`src/include/pcd_pkg.sv`:
```
// Constants for the sparse I/O and configuration window decoder.
// Assumes a 40-bit processor physical address and a 32-bit PCI bus.
package pcd_pkg;

   // Processor address width
   localparam int unsigned ADDR_W = 40;

   // Sparse I/O window 85.8000.0000 .. 85.80FF.FFFF, split into fields
   localparam logic [4:0] IO_TOP_TAG   = 5'h10;  // Bits 39:35
   localparam logic [4:0] IO_SPARSE_TAG = 5'h16; // Bits 34:30, pattern 10110
   localparam logic [5:0] IO_LOW32_TAG = 6'h00;  // Bits 29:24, lowest 16 MB only

   // Configuration window 87.0000.0000 .. 87.1FFF.FFFF, bits 39:29
   localparam logic [10:0] CFG_WIN_TAG = 11'h438;

   // PCI bus commands
   localparam logic [3:0] CMD_IO_RD  = 4'h2;
   localparam logic [3:0] CMD_IO_WR  = 4'h3;
   localparam logic [3:0] CMD_CFG_RD = 4'hA;
   localparam logic [3:0] CMD_CFG_WR = 4'hB;

   // Configuration type field values
   localparam logic [1:0] CFG_TYPE0 = 2'h0;
   localparam logic [1:0] CFG_TYPE1 = 2'h1;

   // Sparse length codes in address bits 4:3
   localparam logic [3:0] LEN_MASK_BYTE = 4'h1;
   localparam logic [3:0] LEN_MASK_WORD = 4'h3;
   localparam logic [3:0] LEN_MASK_TRI  = 4'h7;
   localparam logic [3:0] LEN_MASK_LW   = 4'hF;

   // Data returned when no target claims the cycle
   localparam logic [31:0] NO_TARGET_DATA = 32'hFFFFFFFF;

   // Master abort timing
   localparam int unsigned CLK_PERIOD_NS = 8;
   localparam int unsigned MABORT_NS     = 64;
   // Least time, so round up
   localparam int unsigned MABORT_CYC    = (MABORT_NS + CLK_PERIOD_NS - 1) / CLK_PERIOD_NS;
   localparam logic [3:0]  MABORT_LAST   = 4'(MABORT_CYC - 1);

   // Sequencer states, one-hot
   typedef enum logic [3:0] {
      ST_IDLE = 4'h1,
      ST_ADDR = 4'h2,
      ST_DATA = 4'h4,
      ST_DONE = 4'h8
   } pcd_state_t;

endpackage

```
`src/include/pcd_dec_if.sv`:
```
// Carrier between the sequencer and the window decoder.
// Both ends run on the same clock; the decoder is purely combinational.
`timescale 1ns/1ns
interface pcd_dec_if;
   logic [39:0] addr;      // Processor physical address
   logic        write;     // Write request
   logic [1:0]  cfg_type;  // Configuration type field
   logic        hit_io;    // Sparse I/O window hit
   logic        hit_cfg;   // Configuration window hit
   logic [3:0]  cmd;       // PCI command for the hit
   logic [31:0] pci_addr;  // Address phase value
   logic [3:0]  cbe_n;     // Data phase byte enables, low active

   modport map (input addr, write, cfg_type, output hit_io, hit_cfg, cmd, pci_addr, cbe_n);
   modport seq (output addr, write, cfg_type, input hit_io, hit_cfg, cmd, pci_addr, cbe_n);
endinterface

```
`src/pcd_addr_map.sv`:
```
// Window decode and sparse address translation.
// Assumes its inputs are stable for the cycle in which the sequencer samples them.
`timescale 1ns/1ns
module pcd_addr_map (
   // Decode carrier
   pcd_dec_if.map dec
);

   // Address fields
   wire [4:0]  top_bits    = dec.addr[39:35];  // Unused for cycle typing
   wire [4:0]  sparse_bits = dec.addr[34:30];
   wire [5:0]  low32_bits  = dec.addr[29:24];
   wire [1:0]  byte_offs   = dec.addr[6:5];
   wire [1:0]  len_code    = dec.addr[4:3];
   // Reserved type codes 10 and 11 are never loaded; only bit 0 is looked at
   wire        type1       = dec.cfg_type[0];
   wire [3:0]  len_mask;                      // Lanes before shifting
   wire [7:0]  be_wide;                       // Shifted lanes, top half dropped

   // Positive decode: claim comes only from the processor address
   assign dec.hit_io  = (top_bits == pcd_pkg::IO_TOP_TAG)
                      && (sparse_bits == pcd_pkg::IO_SPARSE_TAG)
                      && (low32_bits == pcd_pkg::IO_LOW32_TAG);
   assign dec.hit_cfg = (dec.addr[39:29] == pcd_pkg::CFG_WIN_TAG);

   // Command from window and direction
   assign dec.cmd = dec.hit_cfg ? (dec.write ? pcd_pkg::CMD_CFG_WR : pcd_pkg::CMD_CFG_RD)
                                : (dec.write ? pcd_pkg::CMD_IO_WR : pcd_pkg::CMD_IO_RD);

   // Sparse length to lane mask
   assign len_mask = (len_code == 2'h0) ? pcd_pkg::LEN_MASK_BYTE :
                     (len_code == 2'h1) ? pcd_pkg::LEN_MASK_WORD :
                     (len_code == 2'h2) ? pcd_pkg::LEN_MASK_TRI  : pcd_pkg::LEN_MASK_LW;
   assign be_wide   = {4'h0, len_mask} << byte_offs;
   assign dec.cbe_n = ~be_wide[3:0];

   // Address phase: quadword from bits 30:8, low bits from 7:5 or the type field
   assign dec.pci_addr[31:26] = 6'h00;
   assign dec.pci_addr[25]    = dec.hit_cfg & dec.addr[30];
   assign dec.pci_addr[24:3]  = dec.addr[29:8];
   assign dec.pci_addr[2]     = dec.addr[7];
   // Type bits come from the field, never from address bits 38:35
   assign dec.pci_addr[1:0]   = dec.hit_cfg ? (type1 ? pcd_pkg::CFG_TYPE1 : pcd_pkg::CFG_TYPE0)
                                            : dec.addr[6:5];

endmodule

```
`src/pcd_decoder.sv`:
```
// Sparse I/O and configuration window bridge toward the PCI bus.
// Assumes one processor request at a time and a bus that is always granted.
//
// Overview of operation
// - I/O window accesses become PCI I/O cycles
// - Address bits 34:30 equal 10110 select I/O
// - PCI address bits 31:25 zero for I/O
// - I/O window claimed by positive decoding
// - Configuration window accesses become configuration cycles
// - Type field 00 gives Type 0, 01 Type 1
// - Configuration accesses use sparse size encoding
// - Type field replaces address bits 38:35 (here it gives PCI address bits 1:0 in place of bits 6:5)
// - Bits 7:3 give byte enables, low address
// - Bits 30:8 go out as quadword address
`timescale 1ns/1ns
module pcd_decoder (
   // Clock and reset
   input  wire logic        SYS_CLK_I,
   input  wire logic        RST_N_I,
   // Processor request side
   input  wire logic        CPU_REQ_I,
   input  wire logic        CPU_WE_I,
   input  wire logic [39:0] CPU_ADDR_I,
   input  wire logic [31:0] CPU_WDATA_I,
   output logic             CPU_READY_O,
   output logic             CPU_ACK_O,
   output logic             CPU_MISS_O,
   output logic             CPU_ABORT_O,
   output logic [31:0]      CPU_RDATA_O,
   // Configuration type field
   input  wire logic [1:0]  CFG_TYPE_I,
   // PCI pins
   input  wire logic [31:0] PCI_AD_I,
   output logic [31:0]      PCI_AD_O,
   output logic             PCI_AD_OE_N_O,
   output logic [3:0]       PCI_CBE_N_O,
   output logic             PCI_CBE_OE_N_O,
   output logic             PCI_FRAME_N_O,
   output logic             PCI_IRDY_N_O,
   output logic             PCI_CTL_OE_N_O,
   input  wire logic        PCI_DEVSEL_N_I,
   input  wire logic        PCI_TRDY_N_I
);

   // Decoder carrier and instance
   pcd_dec_if dec ();

   pcd_addr_map u_map (
      .dec (dec.map)
   );

   // State and request latches
   pcd_pkg::pcd_state_t state_reg;   // Sequencer state
   pcd_pkg::pcd_state_t state_next;  // Next state
   logic [31:0] addr_reg;            // Address phase value
   logic [3:0]  cmd_reg;             // Latched command
   logic [3:0]  cbe_n_reg;           // Latched byte enables
   logic        we_reg;              // Latched direction
   logic [31:0] wdata_reg;           // Latched write data
   logic [31:0] rdata_reg;           // Returned read data
   logic        abort_reg;           // Last cycle master aborted
   logic        miss_reg;            // Miss answer pulse
   logic [3:0]  wait_reg;            // Data phase wait count

   // Pin synchronisers, first stage read only by second
   logic        devsel_n_s1_reg;
   logic        devsel_n_s2_reg;
   logic        trdy_n_s1_reg;
   logic        trdy_n_s2_reg;
   logic [31:0] ad_s1_reg;
   logic [31:0] ad_s2_reg;

   // Feed the decoder straight from the request port
   assign dec.addr     = CPU_ADDR_I;
   assign dec.write    = CPU_WE_I;
   // Field is assumed set before the access is made
   assign dec.cfg_type = CFG_TYPE_I;

   // Named decode terms
   wire st_idle   = (state_reg == pcd_pkg::ST_IDLE);
   wire st_addr   = (state_reg == pcd_pkg::ST_ADDR);
   wire st_data   = (state_reg == pcd_pkg::ST_DATA);
   wire st_done   = (state_reg == pcd_pkg::ST_DONE);
   wire win_hit   = dec.hit_io | dec.hit_cfg;
   wire take_hit  = st_idle & CPU_REQ_I & win_hit;
   wire take_miss = st_idle & CPU_REQ_I & ~win_hit;
   wire claimed   = ~devsel_n_s2_reg & ~trdy_n_s2_reg;
   // Count bounds the wait so an absent target cannot stall the processor
   wire timeout   = (wait_reg == pcd_pkg::MABORT_LAST);

   // Two-flop synchronisers on the PCI inputs
   always_ff @(posedge SYS_CLK_I or negedge RST_N_I) begin
      if (!RST_N_I) begin
         devsel_n_s1_reg <= 1'b1;
         devsel_n_s2_reg <= 1'b1;
         trdy_n_s1_reg   <= 1'b1;
         trdy_n_s2_reg   <= 1'b1;
         ad_s1_reg       <= 32'h00000000;
         ad_s2_reg       <= 32'h00000000;
      end else begin
         devsel_n_s1_reg <= PCI_DEVSEL_N_I;
         devsel_n_s2_reg <= devsel_n_s1_reg;
         trdy_n_s1_reg   <= PCI_TRDY_N_I;
         trdy_n_s2_reg   <= trdy_n_s1_reg;
         ad_s1_reg       <= PCI_AD_I;
         ad_s2_reg       <= ad_s1_reg;
      end
   end

   // Next state
   always_comb begin
      state_next = state_reg;
      unique case (state_reg)
         // Wait for a window hit
         pcd_pkg::ST_IDLE: begin
            if (take_hit) begin
               state_next = pcd_pkg::ST_ADDR;
            end
         end
         // One address phase
         pcd_pkg::ST_ADDR: begin
            state_next = pcd_pkg::ST_DATA;
         end
         // Single data phase, ended by target or timeout
         pcd_pkg::ST_DATA: begin
            if (claimed || timeout) begin
               state_next = pcd_pkg::ST_DONE;
            end
         end
         // Answer and turn the bus round
         pcd_pkg::ST_DONE: begin
            state_next = pcd_pkg::ST_IDLE;
         end
         // Illegal one-hot code recovers to idle
         default: begin
            state_next = pcd_pkg::ST_IDLE;
         end
      endcase
   end

   // State register
   always_ff @(posedge SYS_CLK_I or negedge RST_N_I) begin
      if (!RST_N_I) begin
         state_reg <= pcd_pkg::ST_IDLE;
      end else begin
         state_reg <= state_next;
      end
   end

   // Latch the translated request when it is taken
   always_ff @(posedge SYS_CLK_I or negedge RST_N_I) begin
      if (!RST_N_I) begin
         addr_reg  <= 32'h00000000;
         cmd_reg   <= 4'h0;
         cbe_n_reg <= 4'hF;
         we_reg    <= 1'b0;
         wdata_reg <= 32'h00000000;
      end else if (take_hit) begin
         addr_reg  <= dec.pci_addr;
         cmd_reg   <= dec.cmd;
         cbe_n_reg <= dec.cbe_n;
         we_reg    <= CPU_WE_I;
         wdata_reg <= CPU_WDATA_I;
      end
   end

   // Data phase wait counter
   always_ff @(posedge SYS_CLK_I or negedge RST_N_I) begin
      if (!RST_N_I) begin
         wait_reg <= 4'h0;
      end else if (st_data) begin
         wait_reg <= wait_reg + 4'h1;
      end else begin
         wait_reg <= 4'h0;
      end
   end

   // Read data and abort status
   always_ff @(posedge SYS_CLK_I or negedge RST_N_I) begin
      if (!RST_N_I) begin
         rdata_reg <= 32'h00000000;
         abort_reg <= 1'b0;
      end else if (st_data && claimed) begin
         // Target answered
         rdata_reg <= we_reg ? 32'h00000000 : ad_s2_reg;
         abort_reg <= 1'b0;
      end else if (st_data && timeout) begin
         // Nobody claimed: raise the abort flag and return all ones
         rdata_reg <= pcd_pkg::NO_TARGET_DATA;
         abort_reg <= 1'b1;
      end
   end

   // Miss answer, one cycle after an out-of-window request
   always_ff @(posedge SYS_CLK_I or negedge RST_N_I) begin
      if (!RST_N_I) begin
         miss_reg <= 1'b0;
      end else begin
         miss_reg <= take_miss;
      end
   end

   // Processor answers
   assign CPU_READY_O = st_idle & ~miss_reg;
   assign CPU_ACK_O   = st_done | miss_reg;
   assign CPU_MISS_O  = miss_reg;
   assign CPU_ABORT_O = abort_reg;
   assign CPU_RDATA_O = rdata_reg;

   // PCI pin drive; enables low while driving
   assign PCI_AD_O       = st_addr ? addr_reg : wdata_reg;
   assign PCI_AD_OE_N_O  = ~(st_addr | (st_data & we_reg));
   assign PCI_CBE_N_O    = st_addr ? cmd_reg : cbe_n_reg;
   assign PCI_CBE_OE_N_O = ~(st_addr | st_data);
   assign PCI_FRAME_N_O  = ~st_addr;
   assign PCI_IRDY_N_O   = ~st_data;
   // Control lines held deasserted one cycle before release
   assign PCI_CTL_OE_N_O = ~(st_addr | st_data | st_done);

endmodule

```
`config.mk`:
```
export PLATFORM = sky130hd
export DESIGN_NAME = pcd_decoder
export DESIGN_NICKNAME = d
export VERILOG_FILES = /design/src/include/pcd_pkg.sv /design/src/include/pcd_dec_if.sv /design/src/pcd_addr_map.sv /design/src/pcd_decoder.sv
export SDC_FILE = /design/constraint.sdc
export NUM_CORES = 1
export LEC_CHECK = 0
export CAP_MARGIN = 20
export CORE_MARGIN = 3
export CORE_UTILIZATION = 30
export CTS_CLUSTER_DIAMETER = 200
export DETAILED_ROUTE_END_ITERATION = 7
export DONT_BUFFER_PORTS = 1
export GPL_TIMING_DRIVEN = 0
export PLACE_DENSITY_LB_ADDON = 0.3
export SLEW_MARGIN = 0
export SYNTH_ARGS = -nofsm -noshare
export SYNTH_HDL_FRONTEND = slang
export SYNTH_HIERARCHICAL = 1
export SYNTH_SLANG_ARGS = --single-unit
```
`constraint.sdc`:
```
create_clock -name SYS_CLK_I -period 4.8 [get_ports SYS_CLK_I]
set_input_delay 0.24 -clock SYS_CLK_I [delete_from_list [all_inputs] [get_ports SYS_CLK_I]]
set_output_delay 0.24 -clock SYS_CLK_I [all_outputs]
set_load 0.005 [all_outputs]
```
* Word level (Yosys, flattened, before mapping)
Index checks and enable logic that the tools add are counted.
** Cells by class
- Bitwise logic cells :: 22
- Equality and inequality tests :: 12
- Add/subtract/negate cells :: 1
- Shifts and indexed selects :: 1
- Mux-type cells :: 19
- Divide/modulo/power cells :: 0
- Multipliers :: 0
- Reductions and logical operators :: 9
- $lt $le $gt $ge :: 0
** Operators with widths (number)
- $mux 32 :: 4
- $mux 4 :: 8
- $pmux 4 s3 :: 1
- $eq 11x11->1 const B :: 1
- $eq 5x5->1 const B :: 2
- $not 1->1 :: 9
- $eq 4x3->1 const B :: 2
- $and 1x1->1 :: 7
- $logic_not 6->1 :: 1
- $mux 1 :: 5
- $or 1x1->1 :: 5
- $add 4x1->4 const B :: 1
- $eq 4x1->1 const B :: 1
- $eq 4x2->1 const B :: 1
- $eq 4x4->1 const B :: 1
- $logic_and 1x1->1 :: 4
- $ne 2x1->1 const B :: 2
- $not 4->4 :: 1
- $shl 4x2->4 :: 1
- $eq 2x1->1 const B :: 1
- $eq 2x2->1 const B :: 1
- $logic_not 2->1 :: 1
- $mux 2 :: 1
- $reduce_and 2->1 :: 1
- 2 further kinds :: 2
** Storage, ports and cells
- Word-level logic and storage cells :: 80
- Output and inout bits :: 77
- Bits in latches :: 0
- Bits in read-only memories :: 0
- Input bits :: 112
- Register bits after elaboration :: 177
- Memories kept :: 0
- RAM bits :: 0

* Logic depth before layout (Yosys ltp)
- Depth in word-level cells :: 7
- Mapped depth :: 8
- Gate-level depth less buffers :: 6

* Hierarchy
The synthesis kept the hierarchy.
** By module, submodules not included
- pcd_decoder :: sequential area each 4590.7 µm², times used 1, cells an instance 416, area each 6990.5 µm²
- pcd_addr_map :: sequential area each 0.0 µm², times used 1, cells an instance 54, area each 392.9 µm²

* Least setup slack after synthesis
Ideal clock, no wire load.
- Path kind :: input to register
- Start point :: input port CPU_ADDR_I[35]
- End point :: register addr_reg[0]
- Slack :: 2.799 ns
- Arrival time :: 1.876 ns
- Cell stages on the path :: 8
- Library setup time :: 0.125 ns
- Required time :: 4.675 ns
- Buffers on the path :: 2
- Cell sequence :: nor4b_2 nand4_1 nor3b_2 o21ai_0 nor2_4 buf_8 buf_12 mux2_4
** On the way
- Elaborated cells between the ends (all ways) :: 7
- Classes of those cells :: 2 x eq/ne; 1 x mux; 2 x bitwise; 2 x reduce/logical
** RTL lines
- from (decl) :: line pcd_decoder.sv:23 : input wire logic [39:0] CPU_ADDR_I,
- $eq 11x11->1 * :: line pcd_addr_map.sv:24 : assign dec.hit_cfg = (dec.addr[39:29] == pcd_pkg::CFG_WIN_TAG);
- named net dec.hit_cfg :: line pcd_dec_if.sv:9 : logic hit_cfg;
- $or 1x1->1 :: line pcd_decoder.sv:84 : wire win_hit = dec.hit_io | dec.hit_cfg;
- $and 1x1->1 :: line pcd_decoder.sv:85 : wire take_hit = st_idle & CPU_REQ_I & win_hit;
- to (signal assigned) :: line pcd_decoder.sv:159 : addr_reg <= dec.pci_addr;
- to (decl) :: line pcd_decoder.sv:55 : logic [31:0] addr_reg;
Mark *: on every way through the listed nets, which the timed path passes. The rest lies on a longest branch.
A chain may end at the register's enable or synchronous reset.

* Worst setup path in the final report
- Start point :: register state_reg[2]
- End point :: output port PCI_AD_O[1]
** On the way
- Cells in the longest elaborated chain, start to end :: 2
** RTL lines
- from (decl) :: line pcd_decoder.sv:53 : pcd_pkg::pcd_state_t state_reg;
- from (signal assigned) :: line pcd_decoder.sv:144 : state_reg <= pcd_pkg::ST_IDLE;
- from (signal assigned) :: line pcd_decoder.sv:146 : state_reg <= state_next;
- $eq 4x2->1 :: line pcd_decoder.sv:81 : wire st_addr = (state_reg == pcd_pkg::ST_ADDR);
- $mux 32 :: line pcd_decoder.sv:211 : assign PCI_AD_O = st_addr ? addr_reg : wdata_reg;
- to (decl) :: line pcd_decoder.sv:34 : output logic [31:0] PCI_AD_O,
No other way between the ends.

==> metrics.yaml <==
viasPerCell: 4.36
finalHoldViolations: 0
grt_pass1_vias: 4299
grt_util_met2_pct: 20.7
busiest_layer: "met2"
netlist_area_sq_um: 7380
synthTopCellsByCount: "dfrtp_1, mux2_4, mux2_2"
synthCells: 470
ys_types: 43
synth_warnings: 6
synth_fa_ha_area_share_pct: 0.169
synth_top_family_by_area: "multiplexers"
root_buffer: "clkbuf_16"
drtIter0Drc: 167
leakage_nw: 4.23
coreArea_sq_um: 23800
synthXorXnorAreaFrac_pct: 0.356
nets: 679
grt_pass1_wl_microns: 24900
fin_crit_sh_pct: 56.8
drv_slew: 0
synth.area.mux_share_pct: 19.8
worst_pin_slew_ns: 0.959
synth_compound_area_share_pct: 5.08
overflow: 0
clock_skew_ns: 0.00753
setup_violations: 0
grt_use_total_pct: 12.2
synth_ff_type: "dfrtp_1"
path_class: "flip-flop to primary output"
fmax_mhz: 367
async_flop_share_pct: 100
status: "completed"
ant_nets: 0
dieHeight_microns: 163
cts_made_buffers: 17
antenna_found_initial: 0
max-slew-margin-rel_pct: 36.1
cts_buffer_depth: 2
cp_max_fo: 10
grt_max_degree: 184
start_kind: "flip-flop"
cts_tree: "done"
dieWidth_microns: 163
synth_edf_count: 0
peakVddDrop_v: 0.000217
rsz0062_at_grt: "false"
drv_cap: 0
min_path_type: "input port to flip-flop"
cts.reportedPaths.clkPinSlew_ns: 0.07
start_util_pct: 31.0
powerDensity_nw_per_um2: 348
avgSynthCellArea_sq_um: 15.7
utilization_pct: 38.4
crit_arrival_ns: 2.49
ios: 189
tns_ns: 0
drcViolationCount: 0
clkLatencyLatePin_ns: 0.42
dr.pass1.iters: 4
dp_hpwl_microns: 10800
cts_htree_levels: 4
synth_top_area_share_pct: 59.0
port-buffer-count: 0
routed_wl_microns: 16100
dieArea_sq_um: 26500
diodes: 0
synthTopCellsByArea: "dfrtp_1, mux2_4, mux2_2, o22a_1, buf_4"
drive_gt1_share_pct: 36.9
dp_cells: 796
synth_seq_cells: 183
synthMostInstantiatedCell: "dfrtp_1"
reg2reg_slack_ns: 2.68
layout.cells.non_filler: 897
vias: 3907
syn_to_final_growth_pct: 23.8
worst_ep_required_time_ns: 4.56
cts.sinks: 183
post-route-min-period_ns: 2.73
use_met3_pct: 3.61
wl_per_cell_microns: 18.0
grt_util_met1_pct: 15.2
num_rows: 56
ys_seq_area_share_pct: 62.2
synth_top_area_cell: "dfrtp_1"
cp-end-kind: "primary output"
place_congestion: 0.719
synthSimpleGateAreaFrac_pct: 5.71
cells by family (layout without fill, tap and decap cells):
family          Yosys count  in the layout
mux                     110            110
flops                   183            183
fa+ha+maj                 1              1
other cells               2              9
xor+xnor                  3              3
simple gates             63             63
compound gates           46             46
buf+inv                  62            163
critical path, stage by stage (launching register included):
cell     delay [ns]
dfrtp_1        0.36
buf_2          0.16
nor4b_1        0.47
buf_2          0.43
buf_4          0.26
mux2_2         0.37
layout by cell type (no fill, tap or decap), types with 2 or more instances in the layout:
master | Yosys | layout
nor3_1 | 4 | 4
nor2_1 | 6 | 6
dfrtp_1 | 174 | 174
o211ai_1 | 2 | 2
clkbuf_16 | 0 | 17
inv_1 | 4 | 4
mux2_2 | 50 | 50
and2_1 | 2 | 2
bufinv_16 | 0 | 3
buf_4 | 36 | 36
o22a_1 | 32 | 32
dfstp_2 | 9 | 9
dlygate4sd3_1 | 0 | 69
inv_6 | 0 | 2
nor2b_1 | 32 | 32
nand3_1 | 2 | 2
nand2_1 | 2 | 2
mux2_4 | 59 | 59
clkinv_4 | 0 | 4
nor4b_1 | 3 | 3
buf_2 | 10 | 10
clkinv_2 | 0 | 2
xor2_1 | 2 | 2
a21o_1 | 2 | 2
conb_1 | 2 | 9
clkbuf_1 | 4 | 4
o21ai_0 | 4 | 4
or2_2 | 3 | 3
buf_12 | 6 | 6
metrics by stage:
stage          hold slack [ns]  power [mW]  area (sq um)  setup WS (ns)
2_1_floorplan          -0.0556        1.66          7410           2.80
3_3_place_gp           -0.0512        1.67          7810           2.34
3_5_place_dp           -0.0521        1.67          7810           2.32
4_1_cts                 0.0251        3.23          9140           1.99
5_1_grt                 0.0219        3.31          9140           1.88
6_report                0.0509        3.18          9140           2.07
final cells by class:
type                            count  area, sq um
Buffer                             57          470
Clock buffer                       18          439
Clock inverter                     13          171
Fill cell                        2265        14700
Inverter                            5         18.8
Multi-Input combinational cell    232         2330
Sequential cell                   183         4590
Tap cell                          319          399
Timing Repair Buffer               70          718
power by group:
group	switching, mW	internal (mW)
logic	0.0549	0.0777
clock network	0.615	0.840
registers	0.0104	1.58
worst paths after layout:
kind,depth (start not counted),start,to
worst max-delay path,5,state_reg[2]$_DFFE_PN0P_,PCI_AD_O[1]
worst min-delay path,2,CPU_ADDR_I[23],addr_reg[18]$_DFFE_PN0P_
worst max register to register,5,state_reg[0]$_DFFE_PN1P_,addr_reg[1]$_DFFE_PN0P_
worst min register to register,0,ad_s1_reg[30]$_DFF_PN0_,ad_s2_reg[30]$_DFF_PN0_
max in group asynchronous,2,RST_N_I,ad_s2_reg[3]$_DFF_PN0_
min in group asynchronous,2,RST_N_I,wdata_reg[27]$_DFFE_PN0P_
routing by layer:
layer	part of all wire, %	wire length (microns)
met1	43	6910
met2	51	8270
met3	4.6	735
met4	1.4	221
met5	0	0
timing repair:
item | 4_1_cts | 5_1_grt
hold buffers | 70 | 0
resized for setup | 0 | 0
setup buffers | 0 | 0
hold endpoints to repair | 251 | 0
(Power assumes the default switching activity.)
